File: src/rtl/tbs_pkg.sv
// Constants and types for the trigger buffer sequencer.
// Assumes one 50 MHz clock domain and a synchronous active-low reset.
// How it works
// Fire on manual command or enabled input edge
// Run commands until delimiter or buffer end
// Buffers wrap back to their start
// Back-to-back delimiters run nothing
// Immediate delimiter raises a command error
// Manual selector 1 to 4 picks buffer
// One manual command gives one firing
// Linked breakpoint output acts as trigger
// Manual fire ignores port configuration
// Host separates sequences with delimiters
// Per-buffer pointer skips past the delimiter
package tbs_pkg;
  localparam int          NBUF      = 4;    // Trigger buffers
  localparam int          DEPTH     = 16;   // Commands per buffer
  localparam int          CW        = 16;   // Command word width
  localparam logic [15:0] DELIM_CMD = 16'hFFFF; // Delimiter code
  localparam logic [2:0]  SEL_MIN   = 3'h1; // Lowest manual selector
  localparam logic [2:0]  SEL_MAX   = 3'h4; // Highest manual selector
  // Sequencer states, Gray along idle-run-wait
  typedef enum logic [1:0]
  {
    TBS_IDLE = 2'b00,
    TBS_RUN  = 2'b01,
    TBS_WAIT = 2'b11
  } tbs_state_t;
endpackage

File: src/rtl/tbs_sequencer.sv
// Trigger buffer sequencer: stores, fires and runs command sequences.
// Assumes the executor answers each command with a one-cycle done pulse.
`timescale 1ns/10ps
module tbs_sequencer
#(
  parameter int NBUF  = tbs_pkg::NBUF,
  parameter int DEPTH = tbs_pkg::DEPTH,
  parameter int CW    = tbs_pkg::CW
)
(
  // Clock and reset
  input  wire logic            sys_clk_i,
  input  wire logic            rstn_i,
  // Host command port
  input  wire logic            store_i,
  input  wire logic [1:0]      store_buf_i,
  input  wire logic [CW-1:0]   store_cmd_i,
  input  wire logic            imm_i,
  input  wire logic [CW-1:0]   imm_cmd_i,
  input  wire logic            man_trig_i,
  input  wire logic [2:0]      man_sel_i,
  // Trigger sources (pins)
  input  wire logic [NBUF-1:0] trig_pin_i,
  input  wire logic [NBUF-1:0] trig_en_i,
  input  wire logic [NBUF-1:0] bkpt_i,
  input  wire logic [NBUF-1:0] bkpt_link_i,
  // Executor port
  output logic                 exec_valid_o,
  output logic [CW-1:0]        exec_cmd_o,
  input  wire logic            exec_done_i,
  // Status
  output logic                 cmd_err_o,
  output logic                 busy_o
);
  localparam int AW = $clog2(DEPTH);

  // Pin synchronisers, two stages each
  logic [NBUF-1:0] trig_s1, trig_s2, trig_s3;
  logic [NBUF-1:0] bk_s1, bk_s2, bk_s3;
  // Buffer storage and pointers
  logic [CW-1:0] mem [NBUF][DEPTH];
  logic [AW:0]   fill [NBUF];     // Stored count
  logic [AW-1:0] ptr  [NBUF];     // Execution pointer
  logic [NBUF-1:0] pend, next_pend; // Fire requests waiting
  logic [NBUF-1:0] fire_set;        // New fire requests this cycle
  logic [NBUF-1:0] fire_take;       // Request taken by the scanner
  tbs_pkg::tbs_state_t state, next_state;
  logic [1:0]    cur, next_cur;
  logic          next_valid;
  logic [CW-1:0] next_cmd;
  logic          next_err;
  logic          adv;             // Pointer of cur steps
  logic          wrap;            // Pointer returns to zero

  // Synchronise trigger pins and breakpoints
  always_ff @(posedge sys_clk_i)
  begin
    if (!rstn_i)
    begin
      trig_s1 <= '0;
      trig_s2 <= '0;
      trig_s3 <= '0;
      bk_s1   <= '0;
      bk_s2   <= '0;
      bk_s3   <= '0;
    end
    else
    begin
      // Third stage only remembers the last level for edge detect
      trig_s1 <= trig_pin_i;
      trig_s2 <= trig_s1;
      trig_s3 <= trig_s2;
      bk_s1   <= bkpt_i;
      bk_s2   <= bk_s1;
      bk_s3   <= bk_s2;
    end
  end

  // Storage write, and per-buffer pointer update
  genvar g;
  generate
    for (g = 0; g < NBUF; g++)
    begin : g_buf
      always_ff @(posedge sys_clk_i)
      begin
        if (!rstn_i)
        begin
          fill[g] <= '0;
          ptr[g]  <= '0;
        end
        else
        begin
          if (store_i && store_buf_i == g[1:0] && fill[g] < DEPTH)
          begin
            mem[g][fill[g][AW-1:0]] <= store_cmd_i;
            fill[g] <= fill[g] + 1'b1;
          end
          // Advance past each command or delimiter, wrap at end
          if (adv && cur == g[1:0])
            ptr[g] <= wrap ? '0 : ptr[g] + 1'b1;
        end
      end
    end
  endgenerate

  // Fire requests: rising edges, links, one per manual command
  always_comb
  begin
    // New requests; a set beats a take, so no command is lost
    fire_set = (trig_s2 & ~trig_s3 & trig_en_i)
             | (bk_s2 & ~bk_s3 & bkpt_link_i);
    // Manual fire ignores trig_en_i entirely
    if (man_trig_i && man_sel_i >= tbs_pkg::SEL_MIN
        && man_sel_i <= tbs_pkg::SEL_MAX)
      fire_set[man_sel_i[1:0] - 2'h1] = 1'b1;
    // Idle scanner takes the request of cur, empty buffers too
    fire_take = '0;
    if (state == tbs_pkg::TBS_IDLE && pend[cur])
      fire_take[cur] = 1'b1;
    next_pend = (pend & ~fire_take) | fire_set;
  end

  // Sequencer: pick a buffer, run commands
  always_comb
  begin
    next_state = state;
    next_cur   = cur;
    next_valid = exec_valid_o;
    next_cmd   = exec_cmd_o;
    adv        = 1'b0;
    wrap       = 1'b0;
    unique case (state)
      tbs_pkg::TBS_IDLE:
      begin
        if (pend[cur] && fill[cur] != '0)
          next_state = tbs_pkg::TBS_RUN;
        else if (!pend[cur])
          next_cur = cur + 2'h1; // Round-robin scan
      end
      tbs_pkg::TBS_RUN:
      begin
        adv  = 1'b1;
        wrap = ({1'b0, ptr[cur]} + 1'b1) >= fill[cur];
        if (mem[cur][ptr[cur]] == tbs_pkg::DELIM_CMD)
          next_state = tbs_pkg::TBS_IDLE;
        else
        begin
          next_valid = 1'b1;
          next_cmd   = mem[cur][ptr[cur]];
          next_state = tbs_pkg::TBS_WAIT;
        end
      end
      tbs_pkg::TBS_WAIT:
      begin
        if (exec_done_i)
        begin
          next_valid = 1'b0;
          // Stop at buffer end: ptr is zero after a wrap
          next_state = (ptr[cur] == '0) ? tbs_pkg::TBS_IDLE
                                        : tbs_pkg::TBS_RUN;
        end
      end
      default:
        next_state = tbs_pkg::TBS_IDLE;
    endcase
  end

  // Immediate delimiter is an error
  always_comb
  begin
    next_err = imm_i && imm_cmd_i == tbs_pkg::DELIM_CMD;
  end

  // Register sequencer state and outputs
  always_ff @(posedge sys_clk_i)
  begin
    if (!rstn_i)
    begin
      state        <= tbs_pkg::TBS_IDLE;
      cur          <= '0;
      pend         <= '0;
      exec_valid_o <= 1'b0;
      exec_cmd_o   <= '0;
      cmd_err_o    <= 1'b0;
      busy_o       <= 1'b0;
    end
    else
    begin
      state        <= next_state;
      cur          <= next_cur;
      pend         <= next_pend;
      exec_valid_o <= next_valid;
      exec_cmd_o   <= next_cmd;
      cmd_err_o    <= next_err;
      busy_o       <= next_state != tbs_pkg::TBS_IDLE;
    end
  end

  // Delimiter never reaches the executor
  a_delim_blocked: assert property (
    @(posedge sys_clk_i) disable iff (!rstn_i)
    exec_valid_o |-> exec_cmd_o != tbs_pkg::DELIM_CMD)
    else $error("delimiter sent to executor");
  // Immediate delimiter flags error next cycle
  a_imm_error: assert property (
    @(posedge sys_clk_i) disable iff (!rstn_i)
    imm_i && imm_cmd_i == tbs_pkg::DELIM_CMD |=> cmd_err_o)
    else $error("immediate delimiter not flagged");
  // Manual command on selector 1 sets pending bit 0, even as it is taken
  a_man_pend: assert property (
    @(posedge sys_clk_i) disable iff (!rstn_i)
    man_trig_i && man_sel_i == tbs_pkg::SEL_MIN
    |=> pend[0])
    else $error("manual trigger lost");
  // Command held until done
  a_cmd_hold: assert property (
    @(posedge sys_clk_i) disable iff (!rstn_i)
    exec_valid_o && !exec_done_i |=> exec_valid_o && $stable(exec_cmd_o))
    else $error("command dropped before done");
  // Wrapped pointer is back at the buffer start
  a_wrap_zero: assert property (
    @(posedge sys_clk_i) disable iff (!rstn_i)
    state == tbs_pkg::TBS_RUN && wrap |=> ptr[cur] == '0)
    else $error("pointer did not wrap to start");
  // A delimiter ends the firing without offering a command
  a_delim_stop: assert property (
    @(posedge sys_clk_i) disable iff (!rstn_i)
    state == tbs_pkg::TBS_RUN && mem[cur][ptr[cur]] == tbs_pkg::DELIM_CMD
    |=> state == tbs_pkg::TBS_IDLE && !exec_valid_o)
    else $error("delimiter did not end the firing");
endmodule

File: config.mk
export PLATFORM = sky130hd
export DESIGN_NAME = tbs_sequencer
export DESIGN_NICKNAME = d
export VERILOG_FILES = /design/src/rtl/tbs_pkg.sv /design/src/rtl/tbs_sequencer.sv
export SDC_FILE = /design/constraint.sdc
export NUM_CORES = 1
export LEC_CHECK = 0
export BUFFER_PORTS_ARGS = -buffer_cell sky130_fd_sc_hd__buf_2
export CAP_MARGIN = 20
export CORE_UTILIZATION = 35
export DETAILED_ROUTE_END_ITERATION = 10
export PLACE_DENSITY = 0.52
export SETUP_SLACK_MARGIN = 0.05
export SLEW_MARGIN = 20
export SYNTH_ARGS = -nofsm -noshare
export SYNTH_HDL_FRONTEND = slang
export SYNTH_SLANG_ARGS = --single-unit
File: constraint.sdc
create_clock -name sys_clk_i -period 3.9 [get_ports sys_clk_i]
set_input_delay 0.78 -clock sys_clk_i [delete_from_list [all_inputs] [get_ports sys_clk_i]]
set_output_delay 0.78 -clock sys_clk_i [all_outputs]
set_load 0.01 [all_outputs]
==> flow_summary.ini <==
[outcome]
run_status = finished, final reports clean

[floorplan]
start_util = 0.3542
io-pin-count = 78
chipHeight_um = 359.4
die_width_um = 359.4
placeable_area_sq_um = 126200
rows = 130
fp.dieArea_sq_um = 129200

[synthesis]
synth_async_sr_flop_share = 0
post_synth_and_or_nand_nor_area_fraction = 0.04347
synthFlopType = sky130_fd_sc_hd__edfxtp_1
synth_warnings = 0
synth.area.top_cells = sky130_fd_sc_hd__edfxtp_1 71%, sky130_fd_sc_hd__mux4_2 12%, sky130_fd_sc_hd__mux2i_1 3.2%
netlist_area_sq_um = 44700
yosys.area_share.xor_xnor = 0.003723
synth_mux_area_frac = 0.1691
synth.top_cell.area_share = 0.7120
synth.ff_latch_count = 1113
synthesis.area_per_instance_sq_um = 20.26
synth.yosys.seq_area_share = 0.7358
netlist.top_cell.by_area = sky130_fd_sc_hd__edfxtp_1
synth_compound_area_frac = 0.01528
number_of_flops_mapped_to_enable_cells_by_yosys = 1060
synthesis.instances = 2207
synth_top_family_by_area = multiplexers
synth_nets = 2297
yosys.cell_types.count = 68
synthAdderAreaFrac = 0.008677

[pwr]
p_seq_frac = 0.411
total_power_mw = 32.62
vdd.ir_drop.worst_v = 0.0004009
p_sw_frac = 0.2924
total_leakage_power_nw = 16.61
power_frac_comb = 0.257
internal-power_mw = 23.08
power.clock.fraction = 0.332
powerDensity_nw_per_um2 = 633.8
power.net_switching_mw = 9.539

[clock_network]
cts_made_buffers = 114
worst_skew_pair.late_latency_ps = 730
clock_path_buffers = 3
clk_transition_reported_paths_ps = 70
cts.root.buffer_cell = sky130_fd_sc_hd__clkbuf_16
clock_tree_from_tritoncts = done
clock-sinks = 1113
htreeDepth = 3

[cells_and_area]
flow.area_growth_from_synthesis_pct = 15.13
most_common_cell_after_layout_fill_and_taps_aside = sky130_fd_sc_hd__edfxtp_1
post_route_cells_drive_above_1_share = 0.2818
layout.nets = 2528
fill_cells = 11170
layout.cells.most_common_list = 1060 x sky130_fd_sc_hd__edfxtp_1, 242 x sky130_fd_sc_hd__mux4_2, 139 x sky130_fd_sc_hd__mux2i_1
seqCellArea_sq_um = 32900
multi_input_area_sq_um = 10900

[critical_path]
critical_path_arrival_ps = 4340
path_max_fanout = 22
worst-setup-path-type = flop to flop
timing.critical_path.required_ps = 4510
worstSetupStartpointType = flop
crit_path_end_kind = flop

[placed_design]
gp_congestion = 0.9390
port-buffer-count = 77
detailed_place_hpwl_um = 71890

[detailed_routing]
totalWireLength_um = 113800
drtPass1Iterations = 6
vias_per_cell = 5.249
detail_route.drc_violations = 0
routed_wire_length_per_instance_um = 27.18
num_vias = 21970
final_antenna_net_count = 0
drt-initial-drc-count = 2119

[timing]
max_freq_ghz = 0.2678
max-slew-margin-rel = 0.2760
setup_violations = 0
final_max_slew_viol_count = 0
final-hold-violation-count = 0
worst_clock_skew_ps = 27.34
post-route-period-util = 0.9574
worst-slew-pin-transition_ps = 1086
timing.setup.tns_ps = 0
period_needed_ps = 3734
rsz0062_at_grt = false

[job]
drv.max_cap_violation_count = 0

[global_routing]
grt_antenna_before_repair = 6
vias_in_the_first_global_route = 22590
maximum_number_of_pins_on_one_net_before_global_route_repair = 77
wire_length_of_the_first_global_routing_pass_um = 164400
grtUsageTotal = 0.1758
overflow = 0

[min_path]
worst_hold_path_type = input port to flop
metal layers:
layer / track usage / routed length (um) / vias to the layer above
met5: 0 / 17 / -
met4: 0.05226 / 2955 / 4
met3: 0.03291 / 6688 / 152
met2: 0.2758 / 53040 / 635
met1: 0.2487 / 51060 / 11730
li1: - / - / 9446
flip-flops by register name, summed over array words and instances, names as in the netlist, named ones only:
signal        flops
ptr              16
bk_s1             4
trig_s1           4
bk_s2             4
mem            1024
pend              4
trig_s3           4
fill             20
exec_cmd_o       16
cmd_err_o         1
exec_valid_o      1
cur               2
busy_o            1
bk_s3             4
trig_s2           4
state             2
critical path, stage by stage, from the launching register on:
cell	delay, ps
sky130_fd_sc_hd__dfxtp_4	440
sky130_fd_sc_hd__mux4_4	710
sky130_fd_sc_hd__buf_12	220
sky130_fd_sc_hd__buf_12	210
sky130_fd_sc_hd__mux2i_1	130
sky130_fd_sc_hd__mux2i_1	150
sky130_fd_sc_hd__a22oi_1	150
sky130_fd_sc_hd__and3_4	210
sky130_fd_sc_hd__or4b_4	540
sky130_fd_sc_hd__nor3_4	210
sky130_fd_sc_hd__buf_12	180
sky130_fd_sc_hd__and2b_1	180
sky130_fd_sc_hd__a211o_1	220
worst paths after layout:
| path | from | end | slack (ps) | cells past startpoint |
|---|---|---|---|---|
| min | bkpt_i[0] | bk_s1[0] | 260 | 2 |
| min reg2reg | trig_s1[0] | trig_s2[0] | 430 | 1 |
| max reg2reg | flop | exec_cmd_o[6] | 170 | 12 |
| max | flop | exec_cmd_o[6] | 170 | 12 |
area by class of cell:
cell class	instances	share of cell area
antenna	1	0.00004862
clock buffer	137	0.05793
clock inverter	75	0.01410
inverter	26	0.001896
multi-input combinational	954	0.2118
sequential	1113	0.6392
tap	1650	0.04011
timing repair buffer	229	0.03486
power groups by stage:
| stage | logic [mW] | registers (mW) | clock network [mW] |
|---|---|---|---|
| finish | 8.39 | 13.4 | 10.8 |
| global route | 8.88 | 13.4 | 11.5 |
| CTS | 8.39 | 13.4 | 11.1 |
| detailed placement | 8.37 | 13.7 | 0 |
| global placement | 8.32 | 13.6 | 0 |
| floorplan | 5.45 | 13.6 | 0 |
cells by family after synthesis:
group,Yosys count
fa+ha+maj,31
compound gates,90
simple gates,401
buf+inv,140
xor+xnor,19
mux,413
flops,1113
timing repair:
action,CTS,global route
buffers inserted,0,2
gates resized for setup,0,10
hold buffers,0,0
setup endpoints to repair,0,16
stage by stage:
step	setup slack, ps	instances	hold slack (ps)	cell area (sq um)	util
5_1_grt	41.57	4185	252.5	51470	0.4078
6_report	166.3	4185	261.8	51470	0.4078
3_3_place_gp	105.4	3969	416.9	47660	0.3776
4_1_cts	76.18	4181	206.1	51370	0.4069
3_5_place_dp	106.6	3969	421.0	47660	0.3776
2_1_floorplan	253.2	2207	411.9	44700	-
cell usage after synthesis, drive strengths merged, types with 2 or more instances:
master / instances
o31ai: 3
a32oi: 11
buf: 91
nor3b: 3
a21boi: 5
and2: 39
o221ai: 3
nor2: 99
and3: 12
xnor2: 10
nand3: 39
and2b: 2
nor3: 27
nand3b: 2
o21ai: 11
or2: 3
a21oi: 15
edfxtp: 1060
nor2b: 10
xor2: 9
o2bb2ai: 9
nand4: 8
a211oi: 4
or3: 2
nor4: 5
clkbuf: 22
o22ai: 4
o31a: 3
ha: 31
mux2: 6
and4: 2
a211o: 10
a22oi: 9
nand2: 128
mux4: 266
dfxtp: 53
mux2i: 141
nand2b: 15
inv: 26
nand4b: 3
(Power assumes the default switching activity.)
